File: config.mk
export PLATFORM = sky130hd
export DESIGN_NAME = i2cs_slave
export DESIGN_NICKNAME = d
export VERILOG_FILES = /design/src/verilog/i2cs_sync.v /design/src/verilog/i2cs_fifo.v /design/src/verilog/i2cs_slave.v
export VERILOG_INCLUDE_DIRS = /design/src /design/src/verilog
export SDC_FILE = /design/constraint.sdc
export NUM_CORES = 1
export LEC_CHECK = 0
export ABC_AREA = 1
export BUFFER_PORTS_ARGS = -buffer_cell sky130_fd_sc_hd__buf_4
export CAP_MARGIN = 20
export CELL_PAD_IN_SITES_DETAIL_PLACEMENT = 0
export CELL_PAD_IN_SITES_GLOBAL_PLACEMENT = 1
export CORE_ASPECT_RATIO = 1.4
export CORE_MARGIN = 2
export CORE_UTILIZATION = 44
export DETAILED_ROUTE_END_ITERATION = 16
export PLACE_DENSITY_LB_ADDON = 0.1
export RECOVER_POWER = 50
export SYNTH_ARGS = -nofsm -noshare
export SYNTH_HDL_FRONTEND = slang
export SYNTH_SLANG_ARGS = --single-unit
File: constraint.sdc
create_clock -name clk -period 2.4 [get_ports clk]
set_clock_uncertainty 0.15 [all_clocks]
set_input_delay 0.36 -clock clk [delete_from_list [all_inputs] [get_ports clk]]
set_output_delay 0.36 -clock clk [all_outputs]
set_load 0.01 [all_outputs]
File: src/verilog/i2cs_defs.vh
// constants for the i2c target receive and addressing block
`ifndef I2CS_DEFS_VH
`define I2CS_DEFS_VH

// ----------------------------------------------------------------
// main state machine, one-hot
// ----------------------------------------------------------------
`define I2CS_ST_IDLE 5'h01
`define I2CS_ST_SHIFT 5'h02
`define I2CS_ST_ACK 5'h04
`define I2CS_ST_SEND 5'h08
`define I2CS_ST_MACK 5'h10

// ----------------------------------------------------------------
// byte phase within a frame, one-hot
// ----------------------------------------------------------------
`define I2CS_PH_FIRST 4'h1
`define I2CS_PH_SECOND 4'h2
`define I2CS_PH_DATA 4'h4
`define I2CS_PH_RESTART 4'h8

// ----------------------------------------------------------------
// counts, patterns, reset values
// ----------------------------------------------------------------
`define I2CS_BITS_PER_BYTE 4'h8
`define I2CS_LAST_TX_BIT 4'h7
`define I2CS_TENBIT_PATTERN 5'h1E
`define I2CS_OWN_ADDR_RST 8'h00
`define I2CS_SYNC_RST 2'h3
`define I2CS_FIFO_WIDTH 8
`define I2CS_FIFO_DEPTH 16
`define I2CS_FIFO_AW 4

// ----------------------------------------------------------------
// status byte field positions
// ----------------------------------------------------------------
`define I2CS_STAT_BF_BIT 0
`define I2CS_STAT_UA_BIT 1
`define I2CS_STAT_RW_BIT 2

`endif

File: src/verilog/i2cs_sync.v
// two-flop synchroniser for pin inputs
`default_nettype none

module i2cs_sync #(
  parameter WIDTH = 2,
  parameter [WIDTH-1:0] RST_VAL = {WIDTH{1'b1}}
) (
  // clock and reset
  input wire clk,
  input wire rst,
  // data
  input wire [WIDTH-1:0] asyncIn,
  output wire [WIDTH-1:0] syncOut
);

  reg [WIDTH-1:0] meta_reg;
  reg [WIDTH-1:0] sync_reg;

  always @(posedge clk or posedge rst) begin
    if (rst) begin
      meta_reg <= RST_VAL;
      sync_reg <= RST_VAL;
    end else begin
      meta_reg <= asyncIn;
      sync_reg <= meta_reg;
    end
  end

  assign syncOut = sync_reg;

endmodule

`default_nettype wire

File: src/verilog/i2cs_fifo.v
// flip-flop FIFO with valid/ready on both sides
`default_nettype none

module i2cs_fifo #(
  parameter WIDTH = 8,
  parameter DEPTH = 16,
  parameter AW = 4
) (
  // clock and reset
  input wire clk,
  input wire rst,
  // fill side
  input wire inValid,
  output wire inReady,
  input wire [WIDTH-1:0] inData,
  // drain side
  output wire outValid,
  input wire outReady,
  output wire [WIDTH-1:0] outData
);

  reg [WIDTH-1:0] mem [0:DEPTH-1];
  reg [AW-1:0] wrPtr_reg;
  reg [AW-1:0] rdPtr_reg;
  reg [AW:0] count_reg;
  wire doWrite;
  wire doRead;

  assign inReady = (count_reg != DEPTH[AW:0]);
  assign outValid = (count_reg != {(AW+1){1'b0}});
  assign doWrite = inValid && inReady;
  assign doRead = outValid && outReady;
  assign outData = mem[rdPtr_reg];

  always @(posedge clk) begin
    if (doWrite) begin
      mem[wrPtr_reg] <= inData;
    end
  end

  always @(posedge clk or posedge rst) begin
    if (rst) begin
      wrPtr_reg <= {AW{1'b0}};
      rdPtr_reg <= {AW{1'b0}};
      count_reg <= {(AW+1){1'b0}};
    end else begin
      if (doWrite) begin
        wrPtr_reg <= wrPtr_reg + 1'b1;
      end
      if (doRead) begin
        rdPtr_reg <= rdPtr_reg + 1'b1;
      end
      if (doWrite && !doRead) begin
        count_reg <= count_reg + 1'b1;
      end else if (doRead && !doWrite) begin
        count_reg <= count_reg - 1'b1;
      end
    end
  end

endmodule

`default_nettype wire

File: src/verilog/i2cs_slave.v
// i2c target: address match, acknowledge, receive buffering and flags
`include "i2cs_defs.vh"
`default_nettype none

module i2cs_slave (
  // clock and reset
  input wire clk,
  input wire rst,
  // i2c pins, enables low while driving
  input wire sclIn,
  output wire sclOut,
  output wire sclOeN,
  input wire sdaIn,
  output wire sdaOut,
  output wire sdaOeN,
  // control
  input wire enable,
  input wire tenBitMode,
  input wire addrWrEn,
  input wire [7:0] addrWrData,
  input wire irqClear,
  input wire overflowClear,
  input wire [7:0] txByte,
  // status
  output wire [7:0] ownAddress,
  output wire bufferFullFlag,
  output wire overflowFlag,
  output wire irqFlag,
  output wire addressUpdateFlag,
  output wire readWriteFlag,
  output wire [7:0] serialStatus,
  // received byte stream
  output wire [7:0] rxData,
  output wire rxValid,
  input wire rxReady
);

  // ----------------------------------------------------------------
  // pin sampling and bus events
  // ----------------------------------------------------------------
  wire [1:0] pinSync;
  wire sclS = pinSync[1];
  wire sdaS = pinSync[0];
  reg sclD_reg;
  reg sdaD_reg;

  i2cs_sync #(
    .WIDTH(2),
    .RST_VAL(`I2CS_SYNC_RST)
  ) u_sync (
    .clk(clk),
    .rst(rst),
    .asyncIn({sclIn, sdaIn}),
    .syncOut(pinSync)
  );

  always @(posedge clk or posedge rst) begin
    if (rst) begin
      sclD_reg <= 1'b1;
      sdaD_reg <= 1'b1;
    end else begin
      sclD_reg <= sclS;
      sdaD_reg <= sdaS;
    end
  end

  wire sclRise = sclS && !sclD_reg;
  wire sclFall = !sclS && sclD_reg;
  wire startCond = enable && sclS && sclD_reg && sdaD_reg && !sdaS;
  wire stopCond = sclS && sclD_reg && !sdaD_reg && sdaS;

  // ----------------------------------------------------------------
  // registers
  // ----------------------------------------------------------------
  reg [4:0] state_reg;
  reg [3:0] phase_reg;
  reg [3:0] bitCnt_reg;
  reg [7:0] serialShift_reg;
  reg [7:0] rxBuf_reg;
  reg [7:0] ownAddr_reg;
  reg [7:0] txShift_reg;
  reg bf_reg;
  reg ov_reg;
  reg irq_reg;
  reg ua_reg;
  reg rw_reg;
  reg ackOk_reg;
  reg isAddr_reg;
  reg goSend_reg;
  reg stretch_reg;
  reg matched10_reg;
  reg sdaDrive_reg;
  reg masterAck_reg;

  // ----------------------------------------------------------------
  // address decode at the end of the eighth bit
  // ----------------------------------------------------------------
  wire inShift = (state_reg == `I2CS_ST_SHIFT);
  wire byteDone = inShift && sclFall && (bitCnt_reg == `I2CS_BITS_PER_BYTE);
  wire phFirst = (phase_reg == `I2CS_PH_FIRST);
  wire phSecond = (phase_reg == `I2CS_PH_SECOND);
  wire phData = (phase_reg == `I2CS_PH_DATA);
  wire phRestart = (phase_reg == `I2CS_PH_RESTART);
  wire eqHigh7 = (serialShift_reg[7:1] == ownAddr_reg[7:1]);
  wire tenHdr = (serialShift_reg[7:3] == `I2CS_TENBIT_PATTERN);
  wire dirRead = serialShift_reg[0];
  // a 10-bit header must carry a write bit to be followed by the low byte
  wire matchNow = phData ||
    (phFirst && (tenBitMode ? (tenHdr && eqHigh7 && !dirRead) : eqHigh7)) ||
    (phSecond && (serialShift_reg == ownAddr_reg)) ||
    (phRestart && tenHdr && eqHigh7);

  wire accept = byteDone && matchNow;
  // only address bytes of a fresh 10-bit write ask software for a new address
  wire needUa = tenBitMode && (phFirst || phSecond || (phRestart && !dirRead));
  wire sendAfter = !phData && !phSecond && dirRead && (!tenBitMode || phRestart);
  wire toSecond = ((phFirst && tenBitMode) || phRestart) && !dirRead;

  // ----------------------------------------------------------------
  // flag set and clear terms, a set always wins over a clear
  // ----------------------------------------------------------------
  wire bfSet = accept && !bf_reg;
  wire ovSet = accept && bf_reg;
  wire ackFall = (state_reg == `I2CS_ST_ACK) && sclFall;
  wire mackFall = (state_reg == `I2CS_ST_MACK) && sclFall;
  wire irqSet = (ackFall && (ackOk_reg || !isAddr_reg)) || mackFall;
  wire fifoInReady;
  wire bufTaken = bf_reg && fifoInReady;

  always @(posedge clk or posedge rst) begin
    if (rst) begin
      bf_reg <= 1'b0;
      ov_reg <= 1'b0;
      irq_reg <= 1'b0;
      ua_reg <= 1'b0;
      rw_reg <= 1'b0;
      rxBuf_reg <= 8'h00;
      ownAddr_reg <= `I2CS_OWN_ADDR_RST;
    end else begin
      if (bfSet) begin
        rxBuf_reg <= serialShift_reg;
        bf_reg <= 1'b1;
      end else if (bufTaken) begin
        bf_reg <= 1'b0;
      end
      if (ovSet) begin
        ov_reg <= 1'b1;
      end else if (overflowClear) begin
        ov_reg <= 1'b0;
      end
      if (irqSet) begin
        irq_reg <= 1'b1;
      end else if (irqClear) begin
        irq_reg <= 1'b0;
      end
      if (accept && needUa) begin
        ua_reg <= 1'b1;
      end else if (addrWrEn) begin
        ua_reg <= 1'b0;
      end
      if (accept && (phFirst || phRestart)) begin
        rw_reg <= dirRead;
      end
      if (addrWrEn) begin
        ownAddr_reg <= addrWrData;
      end
    end
  end

  // ----------------------------------------------------------------
  // bit engine
  // ----------------------------------------------------------------
  always @(posedge clk or posedge rst) begin
    if (rst) begin
      state_reg <= `I2CS_ST_IDLE;
      phase_reg <= `I2CS_PH_FIRST;
      bitCnt_reg <= 4'h0;
      serialShift_reg <= 8'h00;
      txShift_reg <= 8'h00;
      ackOk_reg <= 1'b0;
      isAddr_reg <= 1'b0;
      goSend_reg <= 1'b0;
      stretch_reg <= 1'b0;
      matched10_reg <= 1'b0;
      sdaDrive_reg <= 1'b0;
      masterAck_reg <= 1'b0;
    end else if (!enable) begin
      state_reg <= `I2CS_ST_IDLE;
      stretch_reg <= 1'b0;
      matched10_reg <= 1'b0;
      sdaDrive_reg <= 1'b0;
    end else if (startCond) begin
      state_reg <= `I2CS_ST_SHIFT;
      bitCnt_reg <= 4'h0;
      sdaDrive_reg <= 1'b0;
      phase_reg <= (tenBitMode && matched10_reg) ? `I2CS_PH_RESTART : `I2CS_PH_FIRST;
    end else if (stopCond) begin
      state_reg <= `I2CS_ST_IDLE;
      matched10_reg <= 1'b0;
      sdaDrive_reg <= 1'b0;
    end else begin
      if (addrWrEn) begin
        stretch_reg <= 1'b0;
      end
      case (state_reg)
        `I2CS_ST_IDLE: begin
          sdaDrive_reg <= 1'b0;
        end
        `I2CS_ST_SHIFT: begin
          if (sclRise && bitCnt_reg != `I2CS_BITS_PER_BYTE) begin
            serialShift_reg <= {serialShift_reg[6:0], sdaS};
            bitCnt_reg <= bitCnt_reg + 4'h1;
          end else if (byteDone) begin
            if (matchNow) begin
              state_reg <= `I2CS_ST_ACK;
              ackOk_reg <= !bf_reg && !ov_reg;
              sdaDrive_reg <= !bf_reg && !ov_reg;
              isAddr_reg <= !phData;
              goSend_reg <= sendAfter;
              matched10_reg <= matched10_reg || phSecond;
              phase_reg <= toSecond ? `I2CS_PH_SECOND : `I2CS_PH_DATA;
            end else begin
              state_reg <= `I2CS_ST_IDLE;
            end
          end
        end
        `I2CS_ST_ACK: begin
          if (sclFall) begin
            // low held for the whole ninth clock, released only now
            sdaDrive_reg <= 1'b0;
            // an address write in this very cycle has already released the line
            stretch_reg <= ua_reg && !addrWrEn;
            bitCnt_reg <= 4'h0;
            if (isAddr_reg && !ackOk_reg) begin
              state_reg <= `I2CS_ST_IDLE;
            end else if (goSend_reg) begin
              state_reg <= `I2CS_ST_SEND;
              txShift_reg <= txByte;
              sdaDrive_reg <= !txByte[7];
            end else begin
              state_reg <= `I2CS_ST_SHIFT;
            end
          end
        end
        `I2CS_ST_SEND: begin
          if (sclFall) begin
            if (bitCnt_reg == `I2CS_LAST_TX_BIT) begin
              state_reg <= `I2CS_ST_MACK;
              sdaDrive_reg <= 1'b0;
            end else begin
              txShift_reg <= {txShift_reg[6:0], 1'b0};
              sdaDrive_reg <= !txShift_reg[6];
              bitCnt_reg <= bitCnt_reg + 4'h1;
            end
          end
        end
        `I2CS_ST_MACK: begin
          if (sclRise) begin
            masterAck_reg <= !sdaS;
          end else if (sclFall) begin
            bitCnt_reg <= 4'h0;
            if (masterAck_reg) begin
              state_reg <= `I2CS_ST_SEND;
              txShift_reg <= txByte;
              sdaDrive_reg <= !txByte[7];
            end else begin
              state_reg <= `I2CS_ST_IDLE;
            end
          end
        end
        default: begin
          state_reg <= `I2CS_ST_IDLE;
        end
      endcase
    end
  end

  // ----------------------------------------------------------------
  // receive stream: the FIFO taking the buffer counts as a read
  // ----------------------------------------------------------------
  // a full FIFO leaves buffer-full standing, so the next byte is refused
  i2cs_fifo #(
    .WIDTH(`I2CS_FIFO_WIDTH),
    .DEPTH(`I2CS_FIFO_DEPTH),
    .AW(`I2CS_FIFO_AW)
  ) u_fifo (
    .clk(clk),
    .rst(rst),
    .inValid(bf_reg),
    .inReady(fifoInReady),
    .inData(rxBuf_reg),
    .outValid(rxValid),
    .outReady(rxReady),
    .outData(rxData)
  );

  // ----------------------------------------------------------------
  // outputs, open drain: only ever pulls low
  // ----------------------------------------------------------------
  assign sclOut = 1'b0;
  assign sclOeN = !stretch_reg;
  assign sdaOut = 1'b0;
  assign sdaOeN = !sdaDrive_reg;

  assign ownAddress = ownAddr_reg;
  assign bufferFullFlag = bf_reg;
  assign overflowFlag = ov_reg;
  assign irqFlag = irq_reg;
  assign addressUpdateFlag = ua_reg;
  assign readWriteFlag = rw_reg;
  assign serialStatus[`I2CS_STAT_BF_BIT] = bf_reg;
  assign serialStatus[`I2CS_STAT_UA_BIT] = ua_reg;
  assign serialStatus[`I2CS_STAT_RW_BIT] = rw_reg;
  assign serialStatus[7:3] = 5'h00;

endmodule

`default_nettype wire

==> flow_results.org, run 1 <==
** Synth
- After synthesis the netlist holds a flip-flop and latch count of 203.
- Yosys warns :: 0
- The share of synthesized area in the top cell type comes to 42.55%.
- Sequential-to-total area share from yosys stat :: 63.44%
- The synthesized design spends more area on one cell type than any other, namely edfxtp_1.
- Biggest area contributors in the synthesized netlist :: edfxtp_1 43%, dfrtp_1 19%, nand2_1 6.6%, nor2_1 3.7%, o21ai_0 3.2%
- The synthesized design contains 128 enable-type register cells.
- Combined area of all synthesized cells :: 9032 um2
- The most used flip-flop cell after synthesis is edfxtp_1.
- Counting distinct cell types in the post-synthesis netlist gives 50.
- The cell count after synthesis came out at 824.
- Each instance of the synthesized netlist takes up on average 10.96 um2.
- After synthesis, the share of flip-flops with an asynchronous set or reset is 36.95%.

** Timing
- F_max :: 393.3 MHz
- Fin. max-slew vios :: 0
- The routed design could run at a clock period as short as 2543 ps.
- RSZ-0062 raised after global routing :: true
- In the finished design, the share of the clock period the worst path needs comes to 106.0%.
- Relative max-transition margin :: 26.50%
- Measured slew at the worst slew-check pin :: 1102 ps
- Summed over all failing endpoints, the final setup total negative slack is -826.6 ps.
- Hold Violations, Final :: 0
- Final WS setup :: -142.9 ps
- Final setup violating endpoints :: 8

** Floorplan
- CORE AREA :: 20320 um2
- Measured along the x axis, the die boundary spans 125.1 um.
- Top-Level Pins :: 60
- Once the floorplan was initialized, standard cells occupied 44.44% of the core.
- The die covers 21710 um2.
- Number of cell rows :: 62
- The die is 173.5 um tall.

** Hold path
- Destination of the worst hold path :: txShift_reg[3]
- The worst hold path was traced through 3 stages.
- Path class of the lowest-slack min-delay path :: in -> reg
- The startpoint identified for the worst hold timing path is txByte[3].

** Setup path
- Crit path buf inv count :: 4
- The critical path is of the reg -> out type.
- Walking the worst path, the cells encountered are clkinv_4, buf_16, o21ai_0, o221ai_1, buf_4, nand4_1, nand2_1, buf_4.
- Number of logic stages on the critical path including buffering :: 8
- Among the stages of the critical path, the cell type that occurs most often is buf_4.
- For the worst flop-to-flop path, the logic depth is 12.
- Category of the worst setup path launch point :: register
- For flop-to-flop paths, the worst setup slack is 20 ps.
- The startpoint identified for the worst register-to-register timing path is u_fifo.count_reg[3].
- Cell type group with the largest total delay on the critical path :: buffers and inverters
- For the worst setup path, the data arrival time is 2030 ps.
- The worst setup path is captured at a primary output.
- Maximum fanout along the worst path :: 13
- The largest single stage delay on the critical path is 430 ps.
- Library cell contributing the largest single delay on the critical path :: dfrtp_2
- Required time of the critical path :: 1890 ps
- Reg-to-reg endpoint :: u_fifo.count_reg[4]

** Layout
- The layout has 1831 filler cells.
- The register with the most flip-flops in the layout has 128 of them.
- More flip-flops sit in one register than any other, and that register is u_fifo.mem.
- The area growth from synthesis to layout is 20.54%.
- The multi-input combinational cells in the finished layout cover a total of 3033 um2.
- Across the whole layout, storage elements account for 5734 um2.
- In the final design database the tool counted 956 nets.
- The post-route netlist has 23.07% of its cells at a drive strength greater than 1.
- At the end of the flow the core is filled with cells to 53.57%.
- Most common library cell in the layout ignoring fill and taps :: nand2_1
- Antenna diode instance count :: 0
- Most frequent cells in the layout :: 157 x nand2_1, 128 x edfxtp_1, 87 x nor2_1

** Placed design
- Post-DP HPWL :: 14610 um
- At the end of routability-driven placement, the weighted congestion stood at 0.8428.
- Pre-CTS setup slack :: -37.16 ps
- During placement, the flow inserted port buffers numbering 52.

** GRT
- The first global-routing pass estimated 35060 um of wire.
- Entering global routing, the biggest net connects 76 pins.
- The number of antenna violations at the first check in global routing came to 0.
- After global routing the overflow that remains totals 0.
- The number of global-route vias before repair is 6509.
- Global routing used 20.42% of the available tracks.

** Power
- Dividing total power by cell area gives a power density of 964.3 nW/um2.
- Leak Pwr :: 4.494 nW
- Across the VDD grid, the largest voltage drop is 0.4591 mV.

** Route
- In this run, the number of DRC markers left after iteration 0 of detailed routing was 297.
- The routed design has 21900 um of wire.
- The pre-antenna-repair detailed-routing pass consisted of 6 iterations.
- Drt wl/cell :: 18.44 um
- Routed vias :: 6297
- Once detail routing completed, the nets flagged for antenna violations numbered 0.
- Detailed-route vias per instance :: 5.301
- For this run, design rule violations remaining after detail routing come to 0.

** CTS
- In this run the number of H-tree levels came out at 1.
- The tree is rooted in a clkbuf_16.
- At the later pin of the worst-skew pair, clock insertion delay measures 500 ps.
- TritonCTS built the clock tree.
- Clock tree synthesis inserted a total of 21 buffers.
- No sink is reached through more buffers than the 3 on the longest clock path.
- Worst-path clk slew :: 60 ps
- The tree built by TritonCTS fans out to 203 sinks.

** Status
- Violated checks :: setup timing
- The run finished, with violations left.

** Job
- Number of max-capacitance violations reported :: 0
==> worst reg2reg max path, delay by kind of cell, from the launching register on <==
family,cells,cell delay [ps]
buffers and inverters,1,50
and+or+nand+nor,6,710
xor gates and xnor gates,1,130
AOI/OAI and AO/OA,2,320
DFF,1,400
adders and majority gates,2,500
==> cell families (layout without fill, tap and decap cells) <==
group | after synthesis | after routing | share of synthesized area (%)
and+or+nand+nor | 331 | 331 | 16.64
DFF | 203 | 203 | 63.44
AOI/OAI and AO/OA | 158 | 158 | 10.56
buffers and inverters | 90 | 192 | 4.488
xor gates and xnor gates | 16 | 16 | 1.552
muxes | 13 | 13 | 1.538
adders and majority gates | 12 | 12 | 1.745
other | 1 | 7 | 0.04152
==> power breakdown <==
part           internal [mW]  switching [mW]  total (mW)
Sequential              3.83           0.143        3.97
Clock                   1.86            1.36        3.22
Combinational           1.37            1.94        3.31
==> worst max path at each step <==
| stage | slack (ps) | from | end |
|---|---|---|---|
| CTS | -160 | u_fifo.rdPtr_reg[0] | rxData[4] |
| finish | -140 | u_fifo.rdPtr_reg[0] | rxData[7] |
| global route | -230 | u_fifo.rdPtr_reg[0] | rxData[3] |
| global placement | 10 | u_fifo.count_reg[3] | u_fifo.count_reg[4] |
| detailed placement | -40 | u_fifo.count_reg[3] | u_fifo.count_reg[4] |
| floorplan | 3 | u_fifo.count_reg[1] | u_fifo.count_reg[4] |
==> synth_stat cells, types with 4 or more instances <==
| cell | count |
|---|---|
| o221ai_1 | 7 |
| inv_1 | 42 |
| edfxtp_1 | 128 |
| ha_1 | 11 |
| nand2_2 | 9 |
| a221oi_1 | 9 |
| mux2i_1 | 6 |
| buf_2 | 4 |
| dfrtp_1 | 67 |
| clkbuf_1 | 15 |
| nor2_4 | 5 |
| buf_1 | 4 |
| nand4_1 | 9 |
| o22ai_1 | 14 |
| nand3_1 | 37 |
| dfstp_2 | 8 |
| inv_2 | 9 |
| nor2_2 | 5 |
| buf_4 | 10 |
| xor2_1 | 8 |
| a21oi_1 | 33 |
| nor2_1 | 89 |
| xnor2_1 | 8 |
| mux2_2 | 7 |
| o21ai_1 | 14 |
| o21ai_0 | 57 |
| o21ai_2 | 15 |
| nand2_1 | 160 |
==> per-stage QoR <==
stage	hold WS, ps	area [um2]	power [mW]	std cells
finish	13.31	10890	10.50	1188
global route	6.046	10890	11.03	1188
CTS	0.9021	10860	10.52	1189
detailed placement	197.3	9871	6.929	1130
global placement	199.0	9871	6.855	1130
floorplan	195.2	9086	5.618	830
==> per-layer routing <==
| layer | vias up | track usage (%) | part of all wire [%] |
|---|---|---|---|
| li1 | 3046 | - | - |
| met1 | 3065 | 23.34 | 38 |
| met2 | 139 | 38.86 | 55 |
| met3 | 47 | 2.222 | 3.2 |
| met4 | 0 | 7.639 | 3.5 |
| met5 | - | 0 | 0 |
==> layout make-up <==
cell class                      count  share of cell area [%]
Clock buffer                       23                   4.987
Clock inverter                     14                   1.241
Inverter                           54                   2.034
Multi-Input combinational cell    537                   27.86
Sequential cell                   203                   52.67
Tap cell                          256                   2.942
Timing Repair Buffer              101                   8.274
==> what timing repair did <==
action / in CTS / in global routing
buffers inserted: 5 / 0
hold endpoints to repair: 82 / 0
gates resized for setup: 27 / 21
hold buffers: 15 / 0
pin swaps: 8 / 7
cloned: 2 / 0
endpoints found under the setup margin: 9 / 11
No activity file was read; power rests on OpenSTA's default activity.
==> run 2, diff against run 1 <==
--- a/config.mk
+++ b/config.mk
@@ -7,14 +7,14 @@
 export NUM_CORES = 1
 export LEC_CHECK = 0
 export ABC_AREA = 1
-export BUFFER_PORTS_ARGS = -buffer_cell sky130_fd_sc_hd__buf_4
 export CAP_MARGIN = 20
 export CELL_PAD_IN_SITES_DETAIL_PLACEMENT = 0
 export CELL_PAD_IN_SITES_GLOBAL_PLACEMENT = 1
 export CORE_ASPECT_RATIO = 1.4
 export CORE_MARGIN = 2
-export CORE_UTILIZATION = 44
+export CORE_UTILIZATION = 46
 export DETAILED_ROUTE_END_ITERATION = 16
+export DONT_BUFFER_PORTS = 1
 export PLACE_DENSITY_LB_ADDON = 0.1
 export RECOVER_POWER = 50
 export SYNTH_ARGS = -nofsm -noshare
==> constraint.sdc (replaced) <==
create_clock -name clk -period 2.19 [get_ports clk]
set_clock_uncertainty 0.15 [all_clocks]
set_input_delay 0.3285 -clock clk [delete_from_list [all_inputs] [get_ports clk]]
set_output_delay 0.3285 -clock clk [all_outputs]
set_load 0.01 [all_outputs]
==> run 2 against run 1 <==
Net effect:
- critical path depth is the same
- the flow still finishes with violations (setup timing)
- utilization grew 5.4 points
- register-to-register slack lost 210 ps
- critical endpoint is now rxData[0]
==> flow_results.org, run 2 (synthesis results as in run 1) <==
** Timing
- Final setup violating endpoints :: 10 (+2)
- RSZ-0062 raised after global routing :: true
- Hold Violations, Final :: 0 (unchanged)
- Clock period minus worst slack :: 2489 ps
- The aggregate negative setup slack is -2505 ps (-1678 ps).
- Relative max-transition margin :: 29.50% (+3.0 points)
- Of the available clock period, the critical path in the final layout requires 113.6%.
- The worst-margin pin slew came to 1057 ps (-44.97 ps).
- The post-route worst hold slack came to 15.45 ps (+2.135 ps).
- The minimum setup slack in the final design is -298.5 ps (-155.7 ps).
- The final max-slew violation count was 0 (unchanged).
- F_max :: 401.8 MHz

** CTS
- Worst-path clk slew :: 60 ps (about the same)
- Clk sink count :: 203 (unchanged)
- CTS buffer count :: 20 (-4.8%)
- Max clock buf depth :: 3 (unchanged)
- CTS H-tree lvls :: 1 (unchanged)
- Clock tree from TritonCTS :: done
- Worst skew pair latency :: 490 ps (about the same)
- The tree is rooted in a clkbuf_16.

** Route
- Detailed-route vias per instance :: 5.380 (+1.5%)
- Drt pass-1 iters :: 5 (-1)
- Total wire length :: 22640 um (+3.3%)
- The number of routed nets with antenna violations was 0 (unchanged).
- 1st-iter DRT viols :: 332 (+12%)
- Number of DRC violations after detailed routing :: 0 (unchanged)
- Routed vias :: 6268 (-0.46%)
- The average detailed-routed wire length per instance came to 19.43 um (+5.4%).

** GRT
- The number of antenna violations at the first check in global routing came to 0 (unchanged).
- The maximum number of pins on one net before global-route repair is 76 (unchanged).
- The number of global-route vias before repair was 6541 (+0.49%).
- The wire length of the first global-routing pass is 35090 um (about the same).
- The total overflow reported by the global router is 0 (unchanged).
- Aggregate global-route resource usage :: 22.39% (+2.0 points)

** Power
- The worst supply voltage drop on vdd came to 0.5361 mV (+17%).
- Leak Pwr :: 4.540 nW (+1.0%)
- The power density over cell area came to 1096 nW/um2 (+14%).

** Floorplan
- Die footprint :: 20790 um2 (-4.2%)
- Horizontal extent of the die :: 122.4 um (-2.1%)
- The row count was 60 (-3.2%).
- The effective utilization at floorplan came to 47.00% (+2.6 points).
- The area inside the core boundary is 19220 um2 (-5.4%).
- Die height :: 169.8 um (-2.1%)
- The I/O pin count came to 60 (unchanged).

** Setup path
- Reg-to-Reg Start :: u_fifo.count_reg[3]
- The arrival time at the worst endpoint was 2010 ps (-20 ps).
- Broken down by cell family, the worst path's largest delay share belongs to buffers and inverters.
- FF-to-FF path depth :: 12 (unchanged)
- Number of logic stages on the critical path including buffering :: 8 (unchanged)
- Library cell contributing the largest single delay on the critical path :: dfrtp_2
- The number of buffer and inverter instances along the worst setup path came to 4 (unchanged).
- The critical-path maximum fanout came to 5 (-8).
- The endpoint identified for the worst register-to-register timing path is u_fifo.count_reg[4].
- The worst setup path is captured at a primary output.
- The critical path in this run is classified as reg -> out.
- CP cell instances :: clkinvlp_4, buf_12, buf_16, nor2_2, o221ai_1, buf_4, nand4_1, nand2_2
- Register-to-register path setup slack :: -190 ps (-210 ps)
- STA classifies the critical path startpoint as a register.
- Highest cell delay on the worst timing path :: 420 ps (about the same)
- The critical path required time came to 1710 ps (-180 ps).

** Layout
- Antenna diode instance count :: 0 (unchanged)
- Fraction of layout cells with a size suffix above 1 :: 28.14% (+5.1 points)
- Net total in the final layout :: 941 (-1.6%)
- u_fifo.mem holds more flip-flops than any other register.
- Leaving out fill and tap cells, the most frequent cells in the layout are 150 x nand2_1, 128 x edfxtp_1, 65 x dfrtp_1.
- Leaving out fill and tap cells, the most frequent cell in the layout is nand2_1.
- The number of flip-flops in the largest register is 128 (unchanged).
- Relative to the synthesized area, the layout overhead comes to 25.49%.

** Job
- The max capacitance violation total is 0 (unchanged).

** Hold path
- The worst hold path begins at txByte[7].
- The path class of the tightest hold or removal check is in -> reg.
- The number of stages on the worst hold path was 5 (+2).
- For hold timing, the worst endpoint is sdaDrive_reg.

** Status
- Violated checks :: setup timing
- Outcome :: finished with violations

** Placed design
- Count of input and output buffers :: 0 (-100%)
- Post-DP HPWL :: 14020 um (-4.0%)
- The routability-driven placement congestion ratio came to 0.7952 (-5.6%).
## run 2: cell types whose count changed in the layout (fill, tap and decap cells not counted), moves of 7 or more
cell / delta
buf_4: -23
clkbuf_4: -10
dlygate4sd3_1: +8
nand2_1: -7
nor2_1: -27
nor2_2: +22
o21ai_0: -23
o21ai_2: +12
## run 2: per-stage QoR
stage	cell area, um2	instances	setup WS [ps]	power (mW)	utilization, %
6_report	11330	1165	-298.5	12.42	58.98
5_1_grt	11330	1165	-351.4	12.96	58.98
4_1_cts	11120	1159	-290.8	12.29	57.85
3_5_place_dp	9585	1087	-209.4	7.412	49.88
3_3_place_gp	9585	1087	-205.5	7.367	49.88
2_1_floorplan	9086	830	-182.8	6.159	-
## run 2: what timing repair did
action,in CTS,in global routing
cloned,9,1
pin swaps,31,19
endpoints found under the setup margin,10,115
hold endpoints to repair,95,0
gates resized for setup,114,54
hold buffers,23,0
setup buffers,9,9
## run 2: worst max path at each step
stage                        start             endpoint  slack [ps]
6_report       u_fifo.rdPtr_reg[0]            rxData[0]        -300
3_5_place_dp   u_fifo.count_reg[3]  u_fifo.count_reg[4]        -210
2_1_floorplan  u_fifo.count_reg[1]  u_fifo.count_reg[4]        -180
5_1_grt        u_fifo.rdPtr_reg[0]            rxData[2]        -350
3_3_place_gp   u_fifo.count_reg[3]  u_fifo.count_reg[4]        -210
4_1_cts        u_fifo.rdPtr_reg[0]            rxData[3]        -290
## run 2: per-layer routing
metal | vias to the layer above | global-route usage [%] | routed length (um)
met2 | 146 | 42.00 | 12620
met4 | 0 | 10.19 | 954
met5 | - | 0 | 0
li1 | 3015 | - | -
met3 | 52 | 2.755 | 837
met1 | 3055 | 24.77 | 8222
## run 2: cell type report
type	instances	area, um2
clock buffers	23	533.0
clock inverters	13	125.1
fillers	1644	7884
inverters	54	219.0
multi-input cells	538	3412
flip-flops and latches	203	5733
well taps	248	310.3
repair buffers	86	1002
## run 2: tightest hold or removal path: stages
cell and delay [ps]:
a21oi_1 30, nor2_1 80, nor2_1 50, nand3_1 70, nand2_1 50
## run 2: power breakdown
group | internal (mW) | switching [mW] | total [mW] | leakage, nW
registers | 4.19 | 0.153 | 4.34 | 2.15
clock network | 2.00 | 1.40 | 3.40 | 0.314
logic | 2.07 | 2.61 | 4.67 | 2.08
